**config.mk**
```make
export PLATFORM = sky130hd
export DESIGN_NAME = dsc_top
export DESIGN_NICKNAME = d
export VERILOG_FILES = /design/src/hdl/dsc_pkg.sv /design/src/hdl/dsc_edge_sync.sv /design/src/hdl/dsc_fetch_engine.sv /design/src/hdl/dsc_top.sv
export SDC_FILE = /design/constraint.sdc
export NUM_CORES = 1
export LEC_CHECK = 0
export BUFFER_PORTS_ARGS = -buffer_cell sky130_fd_sc_hd__buf_2
export CAP_MARGIN = 5
export CORE_ASPECT_RATIO = 0.75
export CORE_UTILIZATION = 53
export DETAILED_ROUTE_END_ITERATION = 12
export HOLD_SLACK_MARGIN = 0.03
export PLACE_DENSITY = 0.85
export SLEW_MARGIN = 10
export SYNTH_ARGS = -nofsm -noshare
export SYNTH_HDL_FRONTEND = slang
export SYNTH_HIERARCHICAL = 1
export SYNTH_SLANG_ARGS = --single-unit
```
**constraint.sdc**
```tcl
create_clock -name CLOCK -period 5.08 [get_ports CLOCK]
set_input_delay 1.016 -clock CLOCK [delete_from_list [all_inputs] [get_ports CLOCK]]
set_output_delay 1.016 -clock CLOCK [all_outputs]
set_load 0.03 [all_outputs]
```
**src/hdl/dsc_pkg.sv**
```systemverilog
// Package for the D/A sequencer control and status block.
// Assumes a 32-bit APB register bus and a single 10 MHz clock.
package dsc_pkg;
	// ----------------------------------------
	// Register offsets (byte addresses)
	// ----------------------------------------
	localparam logic [11:0] DSC_CONTROL_OFFSET = 12'h2E8; // Sequencer control
	localparam logic [11:0] DSC_STATUS_OFFSET = 12'h2EC; // Sequencer status
	localparam logic [11:0] DSC_BUFLEN_OFFSET = 12'h2F8; // Buffer length (validate)
	localparam logic [11:0] DSC_IRQ_STATUS_OFFSET = 12'h300; // Sticky events
	localparam logic [11:0] DSC_IRQ_MASK_OFFSET = 12'h304; // Event mask
	// ----------------------------------------
	// Control field positions
	// ----------------------------------------
	localparam int DSC_CTL_OU_RESET_BIT = 1; // Output unit reset, self clearing
	localparam int DSC_CTL_MODE_BIT = 2; // 0 normal, 1 frame
	localparam int DSC_CTL_START_BIT = 3; // Normal run start, self clearing
	localparam int DSC_CTL_CLR_PRELOAD_BIT = 4; // Clear preload, self clearing
	localparam int DSC_CTL_CLK_SEL_BIT = 5; // Conversion clock select
	localparam int DSC_CTL_OU_ENABLE_BIT = 0; // Output unit enable
	localparam int DSC_CTL_FETCH_ENABLE_BIT = 16; // Fetch engine enable
	// ----------------------------------------
	// Status field positions
	// ----------------------------------------
	localparam int DSC_ST_PRELOADED_BIT = 1; // DACs preloaded
	localparam int DSC_ST_ACTIVE_BIT = 2; // Conversion run active
	localparam int DSC_ST_IDLE_BIT = 16; // Fetch engine idle
	localparam int DSC_ST_BUSY_BIT = 17; // Fetch engine busy
	localparam int DSC_ST_ERROR_BIT = 18; // Fetch engine error
	localparam int DSC_ST_DONE_BIT = 20; // Buffer fetch done
	// ----------------------------------------
	// Interrupt event layout and reset values
	// ----------------------------------------
	localparam int DSC_EVT_WIDTH = 3; // Done, error, run end
	localparam logic [2:0] DSC_MASK_RESET = 3'h0; // All events masked
	localparam logic [31:0] DSC_CONTROL_RESET = 32'h0000_0000; // Control reset value
	// Fetch engine states
	typedef enum logic [2:0] {
		DSC_FE_IDLE = 3'b001,
		DSC_FE_BUSY = 3'b010,
		DSC_FE_ERROR = 3'b100
	} dsc_fetch_state_type;
endpackage

```
**src/hdl/dsc_edge_sync.sv**
```systemverilog
// Two-flop synchroniser with rising-edge pulse output.
// Assumes a pin input from outside the CLOCK domain.
`timescale 1ns/10ps
module dsc_edge_sync (
	input wire logic clk,
	input wire logic rst,
	input wire logic async_in,
	output logic level_out,
	output logic rise_out
);
	logic meta_r; // First stage, read only by second stage
	logic sync_r; // Second stage
	logic prev_r; // Delayed copy for edge detect
	// Synchroniser and edge history
	always_ff @(posedge clk or posedge rst) begin
		if (rst) begin
			meta_r <= 1'b0;
			sync_r <= 1'b0;
			prev_r <= 1'b0;
		end else begin
			meta_r <= async_in;
			sync_r <= meta_r;
			prev_r <= sync_r;
		end
	end
	assign level_out = sync_r;
	assign rise_out = sync_r & ~prev_r;
endmodule

```
**src/hdl/dsc_fetch_engine.sv**
```systemverilog
// Fetch engine status tracker: idle, busy, error and done.
// Assumes transfer start, end and abort strobes from the PCI master on CLOCK.
`timescale 1ns/10ps
module dsc_fetch_engine (
	input wire logic clk,
	input wire logic rst,
	input wire logic enable,
	input wire logic xfer_start,
	input wire logic xfer_end,
	input wire logic buffer_end,
	input wire logic bus_abort,
	input wire logic validate_wr,
	output logic busy,
	output logic error,
	output logic idle,
	output logic done,
	output logic run_ok
);
	dsc_pkg::dsc_fetch_state_type state_r; // Engine state
	logic done_r; // Buffer fetch done flag
	// --------------------------------
	// Engine state machine
	// --------------------------------
	always_ff @(posedge clk or posedge rst) begin
		if (rst) begin
			state_r <= dsc_pkg::DSC_FE_IDLE;
		end else begin
			case (state_r)
				dsc_pkg::DSC_FE_IDLE: begin
					if (enable && xfer_start) begin
						state_r <= dsc_pkg::DSC_FE_BUSY;
					end
				end
				dsc_pkg::DSC_FE_BUSY: begin
					// Abort stops the engine; a disable lets the transfer finish
					if (bus_abort) begin
						state_r <= dsc_pkg::DSC_FE_ERROR;
					end else if (xfer_end) begin
						state_r <= dsc_pkg::DSC_FE_IDLE;
					end
				end
				dsc_pkg::DSC_FE_ERROR: begin
					if (!enable) begin
						state_r <= dsc_pkg::DSC_FE_IDLE;
					end
				end
				default: begin
					state_r <= dsc_pkg::DSC_FE_IDLE;
				end
			endcase
		end
	end
	// Done flag: set wins over the validate clear
	always_ff @(posedge clk or posedge rst) begin
		if (rst) begin
			done_r <= 1'b0;
		end else if (state_r == dsc_pkg::DSC_FE_BUSY && xfer_end && buffer_end && !bus_abort) begin
			done_r <= 1'b1;
		end else if (validate_wr && state_r == dsc_pkg::DSC_FE_IDLE) begin
			done_r <= 1'b0;
		end
	end
	assign busy = (state_r == dsc_pkg::DSC_FE_BUSY);
	assign error = (state_r == dsc_pkg::DSC_FE_ERROR);
	assign idle = (state_r == dsc_pkg::DSC_FE_IDLE);
	assign done = done_r;
	assign run_ok = enable && (state_r != dsc_pkg::DSC_FE_ERROR);
	// Abort while busy must land in the error state next cycle
	abort_error_a: assert property (@(posedge clk) disable iff (rst)
		(busy && bus_abort) |=> error) else $error("abort did not enter error");
	// Error stays while enabled
	error_hold_a: assert property (@(posedge clk) disable iff (rst)
		(error && enable) |=> error) else $error("error left while enabled");
endmodule

```
**src/hdl/dsc_top.sv**
```systemverilog
// Top of the D/A sequencer control and status block with APB slave.
// Assumes APB master on CLOCK; conversion clocks and frame trigger are pins.
//
// Operation
// - Select bit picks conversion clock one/two
// - Clear preload marks DACs unloaded, self clears
// - Reload DACs automatically when FIFO has data
// - Start begins normal run if unit enabled
// - Mode bit: zero normal, one frame
// - Normal run converts on next clock event
// - Frame trigger starts conversions on next event
// - Output unit reset keeps registers, self clears
// - Done set when whole buffer fetched
// - Done cleared by length write while idle
// - Error state entered on bus aborts
// - Engine stops on error until disabled
// - Error clears when engine disabled
// - Busy shows active transfer
// - Disable finishes transfer, then engine resets
// - Preloaded flag clears on conversion or clear
`timescale 1ns/10ps
module dsc_top (
	input wire logic CLOCK,
	input wire logic RST,
	input wire logic PSEL,
	input wire logic PENABLE,
	input wire logic PWRITE,
	input wire logic [11:0] PADDR,
	input wire logic [31:0] PWDATA,
	output logic [31:0] PRDATA,
	output logic PREADY,
	output logic PSLVERR,
	input wire logic CONV_CLK1,
	input wire logic CONV_CLK2,
	input wire logic FRAME_TRIGGER,
	input wire logic FIFO_HAS_DATA,
	input wire logic [15:0] RUN_LENGTH,
	input wire logic XFER_START,
	input wire logic XFER_END,
	input wire logic BUFFER_END,
	input wire logic BUS_ABORT,
	output logic PRELOAD_REQ,
	input wire logic PRELOAD_ACK,
	output logic CONV_PULSE,
	output logic OU_RESET,
	output logic FETCH_ENABLE,
	output logic FETCH_RUN_OK,
	output logic IRQ
);
	// ----------------------------------------
	// Declarations
	// ----------------------------------------
	logic [31:0] control_r; // Stored control bits
	logic start_r; // Normal start pulse
	logic clr_preload_r; // Clear preload pulse
	logic ou_reset_r; // Output unit reset pulse
	logic preloaded_r; // All DACs preloaded
	logic active_r; // Conversion run active
	logic armed_r; // Waiting for next clock event
	logic [15:0] count_r; // Conversions left in run
	logic [2:0] irq_status_r; // Sticky events
	logic [2:0] irq_mask_r; // Event mask
	logic [2:0] events; // Event pulses this cycle
	logic [31:0] rdata_nxt; // Read mux
	logic [31:0] prdata_r; // Registered read data
	logic wr_en; // APB write access phase
	logic rd_en; // APB read setup phase
	logic mapped; // Address decodes
	logic clk1_lvl, clk1_rise; // Conversion clock one
	logic clk2_lvl, clk2_rise; // Conversion clock two
	logic trig_lvl, trig_rise; // Frame trigger
	logic conv_event; // Selected clock event
	logic fe_busy, fe_error, fe_idle, fe_done; // Fetch engine status
	logic fe_done_d; // Done history for event
	logic fe_error_d; // Error history for event
	logic run_end; // Run finished this cycle
	logic ou_enable; // Output unit enable
	logic frame_mode; // Mode select
	// ----------------------------------------
	// Pin synchronisers
	// ----------------------------------------
	dsc_edge_sync u_clk1 (.clk(CLOCK), .rst(RST), .async_in(CONV_CLK1),
		.level_out(clk1_lvl), .rise_out(clk1_rise));
	dsc_edge_sync u_clk2 (.clk(CLOCK), .rst(RST), .async_in(CONV_CLK2),
		.level_out(clk2_lvl), .rise_out(clk2_rise));
	dsc_edge_sync u_trig (.clk(CLOCK), .rst(RST), .async_in(FRAME_TRIGGER),
		.level_out(trig_lvl), .rise_out(trig_rise));
	// Conversion clock chosen by select bit
	assign conv_event = control_r[dsc_pkg::DSC_CTL_CLK_SEL_BIT] ? clk2_rise : clk1_rise;
	assign ou_enable = control_r[dsc_pkg::DSC_CTL_OU_ENABLE_BIT];
	assign frame_mode = control_r[dsc_pkg::DSC_CTL_MODE_BIT];
	// ----------------------------------------
	// APB decode
	// ----------------------------------------
	assign wr_en = PSEL && PENABLE && PWRITE;
	assign rd_en = PSEL && !PENABLE && !PWRITE;
	assign mapped = (PADDR == dsc_pkg::DSC_CONTROL_OFFSET) ||
		(PADDR == dsc_pkg::DSC_STATUS_OFFSET) ||
		(PADDR == dsc_pkg::DSC_BUFLEN_OFFSET) ||
		(PADDR == dsc_pkg::DSC_IRQ_STATUS_OFFSET) ||
		(PADDR == dsc_pkg::DSC_IRQ_MASK_OFFSET);
	assign PREADY = PSEL && PENABLE; // Zero wait states
	assign PSLVERR = PSEL && PENABLE && !mapped;
	assign PRDATA = prdata_r;
	// Stored control bits; command bits never stored
	always_ff @(posedge CLOCK or posedge RST) begin
		if (RST) begin
			control_r <= dsc_pkg::DSC_CONTROL_RESET;
		end else if (wr_en && PADDR == dsc_pkg::DSC_CONTROL_OFFSET) begin
			control_r <= PWDATA & 32'h0001_0025;
		end
	end
	// Self-clearing command pulses
	always_ff @(posedge CLOCK or posedge RST) begin
		if (RST) begin
			start_r <= 1'b0;
			clr_preload_r <= 1'b0;
			ou_reset_r <= 1'b0;
		end else begin
			start_r <= wr_en && PADDR == dsc_pkg::DSC_CONTROL_OFFSET &&
				PWDATA[dsc_pkg::DSC_CTL_START_BIT];
			clr_preload_r <= wr_en && PADDR == dsc_pkg::DSC_CONTROL_OFFSET &&
				PWDATA[dsc_pkg::DSC_CTL_CLR_PRELOAD_BIT];
			ou_reset_r <= wr_en && PADDR == dsc_pkg::DSC_CONTROL_OFFSET &&
				PWDATA[dsc_pkg::DSC_CTL_OU_RESET_BIT];
		end
	end
	// ----------------------------------------
	// Preload tracking
	// ----------------------------------------
	// Request reload while unloaded and FIFO holds data
	always_ff @(posedge CLOCK or posedge RST) begin
		if (RST) begin
			preloaded_r <= 1'b0;
		end else if (clr_preload_r || CONV_PULSE || ou_reset_r) begin
			preloaded_r <= 1'b0;
		end else if (PRELOAD_ACK) begin
			preloaded_r <= 1'b1;
		end
	end
	assign PRELOAD_REQ = !preloaded_r && FIFO_HAS_DATA && !clr_preload_r;
	// ----------------------------------------
	// Conversion run control
	// ----------------------------------------
	// Arm on start or trigger, convert on the next clock event
	always_ff @(posedge CLOCK or posedge RST) begin
		if (RST) begin
			armed_r <= 1'b0;
			active_r <= 1'b0;
			count_r <= 16'h0000;
			CONV_PULSE <= 1'b0;
		end else if (ou_reset_r || !ou_enable) begin
			armed_r <= 1'b0;
			active_r <= 1'b0;
			count_r <= 16'h0000;
			CONV_PULSE <= 1'b0;
		end else begin
			CONV_PULSE <= 1'b0;
			if (!active_r && ((!frame_mode && start_r) || (frame_mode && trig_rise))) begin
				active_r <= 1'b1;
				armed_r <= 1'b1;
				count_r <= RUN_LENGTH;
			end else if (active_r && conv_event) begin
				// First and later conversions follow clock events
				CONV_PULSE <= 1'b1;
				armed_r <= 1'b0;
				if (count_r <= 16'h0001) begin
					active_r <= 1'b0;
					count_r <= 16'h0000;
				end else begin
					count_r <= count_r - 16'h0001;
				end
			end
		end
	end
	assign run_end = CONV_PULSE && !active_r;
	assign OU_RESET = ou_reset_r;
	// ----------------------------------------
	// Fetch engine
	// ----------------------------------------
	dsc_fetch_engine u_fetch (
		.clk(CLOCK),
		.rst(RST),
		.enable(control_r[dsc_pkg::DSC_CTL_FETCH_ENABLE_BIT]),
		.xfer_start(XFER_START),
		.xfer_end(XFER_END),
		.buffer_end(BUFFER_END),
		.bus_abort(BUS_ABORT),
		.validate_wr(wr_en && PADDR == dsc_pkg::DSC_BUFLEN_OFFSET),
		.busy(fe_busy),
		.error(fe_error),
		.idle(fe_idle),
		.done(fe_done),
		.run_ok(FETCH_RUN_OK)
	);
	assign FETCH_ENABLE = control_r[dsc_pkg::DSC_CTL_FETCH_ENABLE_BIT];
	// ----------------------------------------
	// Interrupts
	// ----------------------------------------
	// Event edges: done, error, run end
	always_ff @(posedge CLOCK or posedge RST) begin
		if (RST) begin
			fe_done_d <= 1'b0;
			fe_error_d <= 1'b0;
		end else begin
			fe_done_d <= fe_done;
			fe_error_d <= fe_error;
		end
	end
	assign events = {run_end, fe_error && !fe_error_d, fe_done && !fe_done_d};
	// Sticky status cleared by read; a new event wins
	always_ff @(posedge CLOCK or posedge RST) begin
		if (RST) begin
			irq_status_r <= 3'h0;
		end else if (rd_en && PADDR == dsc_pkg::DSC_IRQ_STATUS_OFFSET) begin
			irq_status_r <= events;
		end else begin
			irq_status_r <= irq_status_r | events;
		end
	end
	// Mask register
	always_ff @(posedge CLOCK or posedge RST) begin
		if (RST) begin
			irq_mask_r <= dsc_pkg::DSC_MASK_RESET;
		end else if (wr_en && PADDR == dsc_pkg::DSC_IRQ_MASK_OFFSET) begin
			irq_mask_r <= PWDATA[2:0];
		end
	end
	assign IRQ = |(irq_status_r & irq_mask_r);
	// ----------------------------------------
	// Read data
	// ----------------------------------------
	// Read mux, sampled in setup phase
	always_comb begin
		rdata_nxt = 32'h0000_0000;
		case (PADDR)
			dsc_pkg::DSC_CONTROL_OFFSET: rdata_nxt = control_r;
			dsc_pkg::DSC_STATUS_OFFSET: begin
				rdata_nxt[dsc_pkg::DSC_ST_PRELOADED_BIT] = preloaded_r;
				rdata_nxt[dsc_pkg::DSC_ST_ACTIVE_BIT] = active_r;
				rdata_nxt[dsc_pkg::DSC_ST_IDLE_BIT] = fe_idle;
				rdata_nxt[dsc_pkg::DSC_ST_BUSY_BIT] = fe_busy;
				rdata_nxt[dsc_pkg::DSC_ST_ERROR_BIT] = fe_error;
				rdata_nxt[dsc_pkg::DSC_ST_DONE_BIT] = fe_done;
			end
			dsc_pkg::DSC_IRQ_STATUS_OFFSET: rdata_nxt = {29'h0, irq_status_r};
			dsc_pkg::DSC_IRQ_MASK_OFFSET: rdata_nxt = {29'h0, irq_mask_r};
			default: rdata_nxt = 32'h0000_0000;
		endcase
	end
	always_ff @(posedge CLOCK or posedge RST) begin
		if (RST) begin
			prdata_r <= 32'h0000_0000;
		end else if (rd_en) begin
			prdata_r <= rdata_nxt;
		end
	end
	// ----------------------------------------
	// Assertions
	// ----------------------------------------
	clock_select_a: assert property (@(posedge CLOCK) disable iff (RST)
		(active_r && !ou_reset_r && ou_enable && clk2_rise && !clk1_rise && !control_r[5])
		|=> !CONV_PULSE) else $error("wrong clock used");
	clear_preload_a: assert property (@(posedge CLOCK) disable iff (RST)
		clr_preload_r |=> !preloaded_r) else $error("preload not cleared");
	reload_req_a: assert property (@(posedge CLOCK) disable iff (RST)
		(!preloaded_r && FIFO_HAS_DATA && !clr_preload_r) |-> PRELOAD_REQ)
		else $error("no reload request");
	start_run_a: assert property (@(posedge CLOCK) disable iff (RST)
		(start_r && ou_enable && !frame_mode && !active_r && !ou_reset_r) |=> active_r)
		else $error("start ignored");
	start_self_clear_a: assert property (@(posedge CLOCK) disable iff (RST)
		start_r |=> !start_r || $past(wr_en)) else $error("start stuck");
	frame_trigger_a: assert property (@(posedge CLOCK) disable iff (RST)
		(trig_rise && frame_mode && ou_enable && !active_r && !ou_reset_r) |=> active_r)
		else $error("trigger ignored");
	normal_convert_a: assert property (@(posedge CLOCK) disable iff (RST)
		(active_r && conv_event && ou_enable && !ou_reset_r) |=> CONV_PULSE)
		else $error("no conversion on event");
	unit_reset_a: assert property (@(posedge CLOCK) disable iff (RST)
		ou_reset_r |=> (!active_r && $stable(control_r))) else $error("reset bad");
	preload_conv_a: assert property (@(posedge CLOCK) disable iff (RST)
		CONV_PULSE |=> !preloaded_r) else $error("preload kept");
	idle_flag_a: assert property (@(posedge CLOCK) disable iff (RST)
		fe_idle == (!fe_busy && !fe_error)) else $error("idle wrong");
	error_clear_a: assert property (@(posedge CLOCK) disable iff (RST)
		(fe_error && !FETCH_ENABLE) |=> !fe_error) else $error("error kept");
	disable_finish_a: assert property (@(posedge CLOCK) disable iff (RST)
		(fe_busy && !FETCH_ENABLE && !XFER_END && !BUS_ABORT) |=> fe_busy)
		else $error("transfer cut");
	done_clear_a: assert property (@(posedge CLOCK) disable iff (RST)
		(fe_done && fe_idle && wr_en && PADDR == dsc_pkg::DSC_BUFLEN_OFFSET) |=> !fe_done)
		else $error("done kept");
	run_cover_c: cover property (@(posedge CLOCK) disable iff (RST) start_r ##[1:50] run_end);
	frame_cover_c: cover property (@(posedge CLOCK) disable iff (RST) frame_mode && trig_rise);
	abort_cover_c: cover property (@(posedge CLOCK) disable iff (RST) fe_busy ##1 fe_error);
	irq_cover_c: cover property (@(posedge CLOCK) disable iff (RST) $rose(IRQ));
endmodule

```
==> results.json, run 1 <==
{
  "viasPerCell": 5.800,
  "worstSetupPathType": "input port to output port",
  "r2r_cells": 5,
  "critPathCaptureType": "output port",
  "max_freq_mhz": 272.2,
  "power_density_mw_per_mm2": 222.8,
  "cp.arrival_ns": 2.66,
  "grt_pass1_wl_mm": 10.87,
  "rsz0062_at_grt": "false",
  "max_cap_violations": 0,
  "ant_nets": 0,
  "dieHeight_um": 67.23,
  "critPathLaunchType": "input port",
  "dp_slack_ns": 1.454,
  "pin_count": 114,
  "cp.required_ns": 4.06,
  "wire_per_inst_um": 15.71,
  "core_area_mm2": 0.005410,
  "die-area_mm2": 0.005981,
  "synth.top_cell.area_share_pct": 44.94,
  "cts_resized": 0,
  "ys_types": 65,
  "hold_buffers": 0,
  "grt-ovfl-total": 0,
  "whs_endpoint": "u_clk1/level_out",
  "ys_seq_area_share_pct": 45.82,
  "clock-sinks": 55,
  "groute.usage.overall_pct": 23.82,
  "post_cts.repair.setup_buffers": 0,
  "drtPass1Iterations": 5,
  "fill_cells": 447,
  "skew_ns": 0.01345,
  "diodes": 0,
  "antenna_found_initial": 0,
  "synth_area_mm2": 0.003007,
  "start_util_pct": 55.57,
  "period_share_pct": 72.32,
  "path_clk_slew_ns": 0.09,
  "min_period_ns": 3.674,
  "peakVddDrop_mv": 0.1522,
  "finalSetupViolCount": 0,
  "drc": 0,
  "area_growth_pct": 13.23,
  "hp-class": "register to register",
  "r2r_slack_ns": 2.73,
  "cts_buffers": 5,
  "yosysTopAreaCell": "dfrtp_1",
  "synthFlopType": "dfrtp_1",
  "r2r-start": "control_r[2]",
  "tritoncts": "built",
  "slew_viol_final": 0,
  "grt_pass1_vias": 2291,
  "grt_max_degree": 43,
  "hold_depth": 0,
  "num_rows": 23,
  "final.setup.tns_ns": 0,
  "synth_edf_count": 0,
  "utilization_pct": 62.93,
  "netlist_top_cells_area": "dfrtp_1 (45%), buf_4 (6.0%), mux2_2 (3.4%)",
  "drive_above_1_share_pct": 28.06,
  "synth_area_per_cell_um2": 10.19,
  "r2r-end": "count_r[10]",
  "nets": 435,
  "clk_latency_ns": 0.31,
  "status": "finished clean",
  "yosysMostFrequentCell": "dfrtp_1",
  "yosys_register_bits": 55,
  "initialDrtViolationCount": 225,
  "worstPathMaxFanout": 10,
  "place_area_mm2": 0.003311,
  "worst_pin_slew_ns": 1.072,
  "die_x_um": 88.97,
  "gp_routability_congestion": 0.8936,
  "cts_buffer_depth": 2,
  "cts-htree-levels": 2,
  "synthTopCellsByCount": "dfrtp_1 (54), nand2_1 (25), buf_4 (24)",
  "design_area_mm2": 0.003405,
  "hold_violations": 0,
  "min_from": "u_clk1/meta_r",
  "setup_ws_ns": 1.406,
  "ys_async_sr_fraction_pct": 100.0,
  "maxSlewHeadroom_pct": 27.89,
  "vias": 2523,
  "dp_hpwl_mm": 5.195,
  "root_buffer": "clkbuf_8",
  "ys.warnings.count": 6,
  "p_leak_nw": 1.639,
  "wirelength_mm": 6.836,
  "port_buffers": 64,
  "synthCells": 295
}
-- metal layers --
layer | share of wire, % | track usage (%) | vias to the layer above
met3 | 7.2 | 4.401 | 2
li1 | - | - | 1173
met2 | 47 | 36.73 | 128
met1 | 46 | 34.86 | 1220
met4 | 0.45 | 6.151 | 0
met5 | 0 | 0 | -
-- flip-flops by register name, summed over array words and instances, names as in the netlist, 3 cells and up --
register,flops
irq_status_r,3
count_r,16
control_r,4
PRDATA,8
irq_mask_r,3
u_fetch/state_r,3
-- how the worst max path moves through the flow --
stage	startpoint	slack (ns)	depth (start not counted)	to
2_1_floorplan	PADDR[5]	1.77	4	PSLVERR
3_3_place_gp	PADDR[5]	1.48	6	PSLVERR
3_5_place_dp	PADDR[5]	1.45	6	PSLVERR
4_1_cts	PADDR[5]	1.44	6	PSLVERR
5_1_grt	PADDR[5]	1.30	6	PSLVERR
6_report	PADDR[5]	1.41	6	PSLVERR
-- through the flow --
step,cells,hold WS [ns],power (W)
after CTS,435,0.3602,0.0007636
after global placement,427,0.3323,0.0005203
after floorplan,318,0.3312,0.0005084
final,435,0.3562,0.0007585
after global routing,435,0.3638,0.0007905
after detailed placement,427,0.3385,0.0005219
-- placed cells by master (no fill, tap or decap), types with 5 or more instances in the layout --
master and n:
a22o_1 8, nand3_1 7, nor2_1 11, nand2b_1 6, nor3_1 12, a21oi_1 8
mux2i_1 5, buf_2 64, nand2_1 25, inv_1 13, and2_1 9, dfrtp_1 54
clkbuf_8 5, o21ai_0 11, conb_1 24, mux2_2 9
-- kinds of logic (layout without fill, tap and decap cells) --
family / after synthesis / in the layout / share of synthesized area, %
AOI/OAI and AO/OA: 75 / 75 / 18.89
adders and majority gates: 2 / 2 / 0.8322
buffers and inverters: 45 / 87 / 8.656
DFF: 55 / 55 / 45.82
muxes: 14 / 14 / 5.036
other: 1 / 24 / 0.1247
and+or+nand+nor: 103 / 103 / 20.64
-- power by group --
group	total, W	switching (W)	leakage [nW]	internal [W]
Sequential	0.000444	0.00000215	0.739	0.000441
Clock	0.000245	0.000147	0.0443	0.0000989
Combinational	0.0000695	0.0000491	0.855	0.0000204
-- worst max-delay path: stages --
cell,delay (ns)
buf_2,0.10
or4b_1,0.53
nor3_2,0.48
o21ai_0,0.17
and2_1,0.19
buf_2,0.17
-- final cells by class --
class	count	area (um2)	share of cell area, %
Clock inverter	3	25.02	0.7350
Timing Repair Buffer	66	335.3	9.849
Inverter	13	48.80	1.433
Sequential cell	55	1378	40.46
Tap cell	75	93.84	2.756
Multi-Input combinational cell	218	1455	42.74
Clock buffer	5	68.82	2.021
Power figures use the tool's default switching activity.
==> inputs of run 2 (changes only) <==
- ABC_AREA: unset -> 1
- CORE_UTILIZATION: 53 -> 51
- PLACE_DENSITY: 0.85 -> 0.81
- clock period: 5.08 -> 3.71 ns (I/O delays scaled with it)
==> run 2 against run 1 <==
Worst hold slack worse by 0.039 ns. Cell area is 11% higher. Total power up 140%. Synthesized cell count up 54%. Critical path depth up 2. Clock skew fell by 0.0038 ns. Non-clock buffer count down 1. First-iteration DRC count down 32%. Die area increased by 17%. Global-route usage is 2.7 points lower. Area after synthesis increased by 13%. Largest cell class unchanged.
==> results.json, run 2 <==
{
  "status": "finished clean",
  "clk_latency_ns": 0.30,
  "critPathCaptureType": "output port",
  "viasPerCell": 4.790,
  "diodes": 0,
  "tritoncts": "built",
  "die-area_mm2": 0.007015,
  "post_cts.repair.setup_buffers": 0,
  "hp-class": "input port to async pin",
  "root_buffer": "clkbuf_8",
  "finalSetupViolCount": 0,
  "final_cells": 600,
  "wirelength_mm": 6.816,
  "netlist_top_cells_area": "dfrtp_1 (40%), nand2_1 (12%), nor2_1 (6.7%)",
  "layout_commonest_cell": "nand2_1",
  "start_util_pct": 53.39,
  "ys_types": 36,
  "worstPathMaxFanout": 6,
  "p_int_w": 0.001076,
  "r2r_cells": 7,
  "cp.arrival_ns": 1.76,
  "dp_hpwl_mm": 5.500,
  "synthFlopType": "dfrtp_1",
  "yosysTopAreaCell": "dfrtp_1",
  "hold_buffers": 0,
  "grt-ovfl-total": 0,
  "yosys_register_bits": 55,
  "clock-sinks": 55,
  "ant_nets": 0,
  "synth_top_family_by_area": "simple AND/OR/NAND/NOR gates",
  "path_clk_slew_ns": 0.10,
  "min_period_ns": 2.504,
  "yosysMostFrequentCell": "nand2_1",
  "grt_pass1_wl_mm": 11.54,
  "synthCells": 453,
  "num_rows": 25,
  "path_cells": "buf_2 -> nor2_4 -> nand3_1 -> nor2_1 -> nand2_1 -> nand3_1 -> nor2_1 -> buf_2",
  "power_density_mw_per_mm2": 474.4,
  "final.setup.tns_ns": 0,
  "critPathSlowestCell": "nor2_1",
  "slew_viol_final": 0,
  "regArea_mm2": 0.001378,
  "synth_area_mm2": 0.003407,
  "max_freq_mhz": 399.3,
  "r2r-end": "count_r[12]",
  "power.switching_w": 0.0007182,
  "skew_ns": 0.009663,
  "power.share.clock_pct": 18.8,
  "pin_count": 114,
  "cts_buffers": 5,
  "ys.warnings.count": 6,
  "worst_pin_slew_ns": 1.002,
  "dieHeight_um": 72.79,
  "most-common-layout-cells": "nand2_1 (107), buf_2 (64), nor2_1 (61), inv_1 (58), dfrtp_1 (54)",
  "critPathLaunchType": "input port",
  "synthTopCellsByCount": "nand2_1 (107), nor2_1 (61), inv_1 (58)",
  "cts_resized": 0,
  "yosys.area_share.simple_pct": 35.44,
  "cp.required_ns": 2.97,
  "multi_input_area_mm2": 0.001634,
  "hold_violations": 0,
  "vias": 2874,
  "initialDrtViolationCount": 154,
  "utilization_pct": 59.25,
  "max_cap_violations": 0,
  "period_share_pct": 67.50,
  "cp_num_buf_inv": 2,
  "drtPass1Iterations": 4,
  "muxShareOfSynthArea_pct": 0,
  "regMostFlops": "count_r",
  "wire_per_inst_um": 11.36,
  "synth_area_per_cell_um2": 7.521,
  "synth-compound-area-share_pct": 7.602,
  "peakVddDrop_mv": 0.2567,
  "max_stage_delay_ns": 0.20,
  "ys_seq_area_share_pct": 40.43,
  "synth_fa_ha_area_share_pct": 0.7345,
  "maxSlewHeadroom_pct": 33.10,
  "core_area_mm2": 0.006381,
  "antenna_found_initial": 0,
  "gp_routability_congestion": 0.9245,
  "crit_family": "simple AND/OR/NAND/NOR gates",
  "worstSetupPathType": "input port to output port",
  "dp_cells": 592,
  "combPwrFrac_pct": 34.1,
  "cts_buffer_depth": 2,
  "drive_above_1_share_pct": 25.24,
  "pwr-share-seq_pct": 47.0,
  "grt_pass1_vias": 2562,
  "die_x_um": 96.38,
  "nets": 594,
  "drc": 0,
  "ys_async_sr_fraction_pct": 100.0,
  "r2r-start": "count_r[0]",
  "groute.usage.overall_pct": 21.10,
  "largest_reg_flops": 16,
  "switching_share_pct": 40.04,
  "fill_cells": 607,
  "synth_edf_count": 0,
  "synth-xor-area-share_pct": 1.542,
  "rsz0062_at_grt": "false",
  "r2r_slack_ns": 1.77,
  "area_growth_pct": 10.98,
  "grt_max_degree": 33,
  "cts-htree-levels": 2,
  "p_leak_nw": 1.977,
  "synth.top_cell.area_share_pct": 39.66,
  "port_buffers": 64
}
run 2: changes by cell type after synthesis, sizes merged, moves of 6 or more:
cell	previous run	this run
nor3	14	3
inv	13	65
nor2b	6	0
nor2	11	81
nand3	7	42
mux2	9	0
a22o	8	0
clkbuf	6	0
and2	9	0
nand2	25	117
nand2b	7	0
run 2: worst register-to-register path, stage by stage, from the launching register on:
cell     delay (ns)
dfrtp_1        0.39
inv_1          0.09
ha_1           0.25
o21ai_0        0.20
nor2_2         0.06
a21oi_2        0.60
nand3_2        0.14
a21oi_2        0.15
run 2: final cells by class:
| class | instances | area share (%) |
|---|---|---|
| multi-input cells | 325 | 43.22 |
| flip-flops and latches | 55 | 36.43 |
| repair buffers | 65 | 8.670 |
| inverters | 66 | 6.552 |
| well taps | 81 | 2.680 |
| clock buffers | 5 | 1.820 |
| clock inverters | 3 | 0.6287 |
run 2: worst max-delay path by stage:
stage                    from       to  slack (ns)  depth (start not counted)
floorplan           PADDR[10]  PSLVERR        1.42                          6
CTS                  PADDR[1]  PSLVERR        1.22                          8
global route         PADDR[1]  PSLVERR        1.06                          8
detailed placement   PADDR[1]  PSLVERR        1.22                          8
global placement     PADDR[1]  PSLVERR        1.28                          8
finish               PADDR[1]  PSLVERR        1.21                          8
run 2: logic make-up (layout without fill, tap and decap cells):
| logic type | Yosys count | after routing |
|---|---|---|
| AOI/OAI and AO/OA | 41 | 41 |
| xor gates and xnor gates | 6 | 6 |
| adders and majority gates | 2 | 2 |
| buffers and inverters | 96 | 139 |
| DFF | 55 | 55 |
| other | 1 | 24 |
| and+or+nand+nor | 252 | 252 |
run 2: metrics by stage:
stage	worst slack (ns)	instance area, um2	power [W]	hold WS, ns
2_1_floorplan	1.416	3493	0.001357	0.3312
3_3_place_gp	1.275	3689	0.001441	0.3317
3_5_place_dp	1.217	3689	0.001469	0.3347
4_1_cts	1.216	3781	0.001807	0.3145
5_1_grt	1.058	3781	0.001939	0.3210
6_report	1.206	3781	0.001794	0.3168
run 2: power groups by stage:
stage               Combinational, W  Sequential, W  Clock (W)
floorplan                   0.000527       0.000831          0
finish                      0.000613       0.000843   0.000338
CTS                         0.000617       0.000842   0.000348
global route                0.000702       0.000865   0.000372
detailed placement          0.000615       0.000854          0
global placement            0.000592       0.000848          0
run 2: per-layer routing:
metal	wire, um	GRT usage, %	vias to the layer above	share of wire (%)
li1	-	-	1490	-
met1	3325	32.18	1286	49
met2	2975	31.84	92	44
met3	461	3.542	6	6.8
met4	53	3.758	0	0.78
met5	0	0	-	0
==> inputs of run 3 (changes only) <==
- CORE_UTILIZATION: 51 -> 46
- PLACE_DENSITY: 0.81 -> 0.77
- clock period: 3.71 -> 2.2 ns (I/O delays scaled with it)
==> run 3 against run 2 <==
Critical path depth is the same. Combinational power rose by 70%. Largest power group unchanged. Non-clock buffer count increased by 3. Via count grew 1.6%. Sequential share of layout area shrank 0.48 points. Clock skew up 0.00085 ns. Die area up 11%. Highest routed layer unchanged. Global-route usage is 1.7 points lower.
==> results.json, run 3 (synthesized netlist as in run 2, its figures left out) <==
{
  "num_rows": 26,
  "slew_viol_final": 0,
  "min_period_ns": 1.884,
  "dieHeight_um": 76.53,
  "cp.required_ns": 1.76,
  "multi_input_area_mm2": 0.001634,
  "vias": 2921,
  "whs_endpoint": "u_clk1/meta_r",
  "antenna_found_initial": 0,
  "maxSlewHeadroom_pct": 64.43,
  "dp_slack_ns": 0.3191,
  "post_cts.repair.setup_buffers": 0,
  "viasPerCell": 4.711,
  "port_buffers": 64,
  "grt-ovfl-total": 0,
  "hold_buffers": 1,
  "initialDrtViolationCount": 112,
  "regMostFlops": "count_r",
  "hp-class": "input port to register",
  "grt_max_degree": 43,
  "utilization_pct": 54.78,
  "rsz0062_at_grt": "false",
  "hold_depth": 1,
  "cp.arrival_ns": 1.44,
  "finalSetupViolCount": 0,
  "grt_pass1_wl_mm": 11.94,
  "die_x_um": 101.4,
  "path_clk_slew_ns": 0.10,
  "worstPathMaxFanout": 6,
  "core_area_mm2": 0.006994,
  "min_from": "CONV_CLK1",
  "setup_ws_ns": 0.3160,
  "worstSetupPathType": "input port to output port",
  "skew_ns": 0.01052,
  "wl_met3_um": 365,
  "wire_per_inst_um": 11.17,
  "worst_pin_slew_ns": 0.5336,
  "r2r-end": "count_r[13]",
  "cts_buffer_depth": 2,
  "status": "finished clean",
  "drc": 0,
  "period_share_pct": 85.64,
  "largest_reg_flops": 16,
  "clk_latency_ns": 0.31,
  "met1_length_mm": 3.532,
  "drtPass1Iterations": 5,
  "tritoncts": "built",
  "peakVddDrop_mv": 0.4165,
  "layout_commonest_cell": "nand2_1",
  "dp_hpwl_mm": 5.451,
  "root_buffer": "clkbuf_8",
  "wl_met2_mm": 2.944,
  "max_freq_mhz": 530.8,
  "clock-sinks": 55,
  "nets": 597,
  "most-common-layout-cells": "nand2_1 (107), buf_2 (64), nor2_1 (61), inv_1 (58), dfrtp_1 (54)",
  "critPathCaptureType": "output port",
  "diodes": 0,
  "p_leak_nw": 1.996,
  "fill_cells": 678,
  "r2r_cells": 8,
  "area_growth_pct": 12.45,
  "gp_routability_congestion": 0.8724,
  "drive_above_1_share_pct": 25.48,
  "cts_resized": 0,
  "highest_layer": "met4",
  "regArea_mm2": 0.001378,
  "groute.usage.overall_pct": 19.39,
  "power_density_mw_per_mm2": 800.4,
  "r2r-start": "count_r[0]",
  "cts-htree-levels": 2,
  "r2r_slack_ns": 0.56,
  "wirelength_mm": 6.923,
  "cts_buffers": 5,
  "critPathLaunchType": "input port",
  "pin_count": 114,
  "start_util_pct": 48.71,
  "max_cap_violations": 0,
  "final.setup.tns_ns": 0,
  "ant_nets": 0,
  "hold_violations": 0,
  "die-area_mm2": 0.007758,
  "grt_pass1_vias": 2759,
  "cp-startpoint": "PADDR[1]"
}
run 3: critical path, cell delays in order:
cell and delay (ns):
buf_2 0.11, nor2_4 0.15, nand3_1 0.09, nor2_1 0.19, nand2_1 0.15, nand3_1 0.11, nor2_1 0.04, buf_2 0.16
run 3: power breakdown:
group / total [W] / internal [W] / switching, W
Combinational: 0.00104 / 0.000379 / 0.000664
Clock: 0.000598 / 0.000258 / 0.000339
Sequential: 0.00143 / 0.00121 / 0.000215
run 3: layout make-up:
class | instances | share of cell area (%)
repair buffers | 68 | 9.210
clock buffers | 6 | 2.155
inverters | 66 | 6.466
flip-flops and latches | 55 | 35.96
multi-input cells | 325 | 42.65
well taps | 98 | 3.201
clock inverters | 2 | 0.3592
run 3: metrics by stage:
stage          instance area [um2]  std cells  hold WS [ns]  total power (W)
6_report                      3831        620        0.2304         0.003067
3_3_place_gp                  3725        611        0.3313         0.002441
5_1_grt                       3831        620        0.2197         0.003306
4_1_cts                       3831        620        0.2187         0.003089
3_5_place_dp                  3725        611        0.3364         0.002489
2_1_floorplan                 3493        476        0.1936         0.002289
run 3: how the worst max path moves through the flow:
stage               endpoint  slack [ns]  cells after the start
floorplan            PSLVERR        0.51                      6
global placement     PSLVERR        0.37                      8
detailed placement   PSLVERR        0.32                      8
CTS                  PSLVERR        0.32                      8
global route         PSLVERR        0.21                      8
finish               PSLVERR        0.32                      8
run 3: metal layers:
layer | vias up | track usage, %
met5 | - | 0
met4 | 0 | 5.942
met3 | 8 | 3.578
met2 | 87 | 28.44
met1 | 1337 | 28.77
li1 | 1489 | -
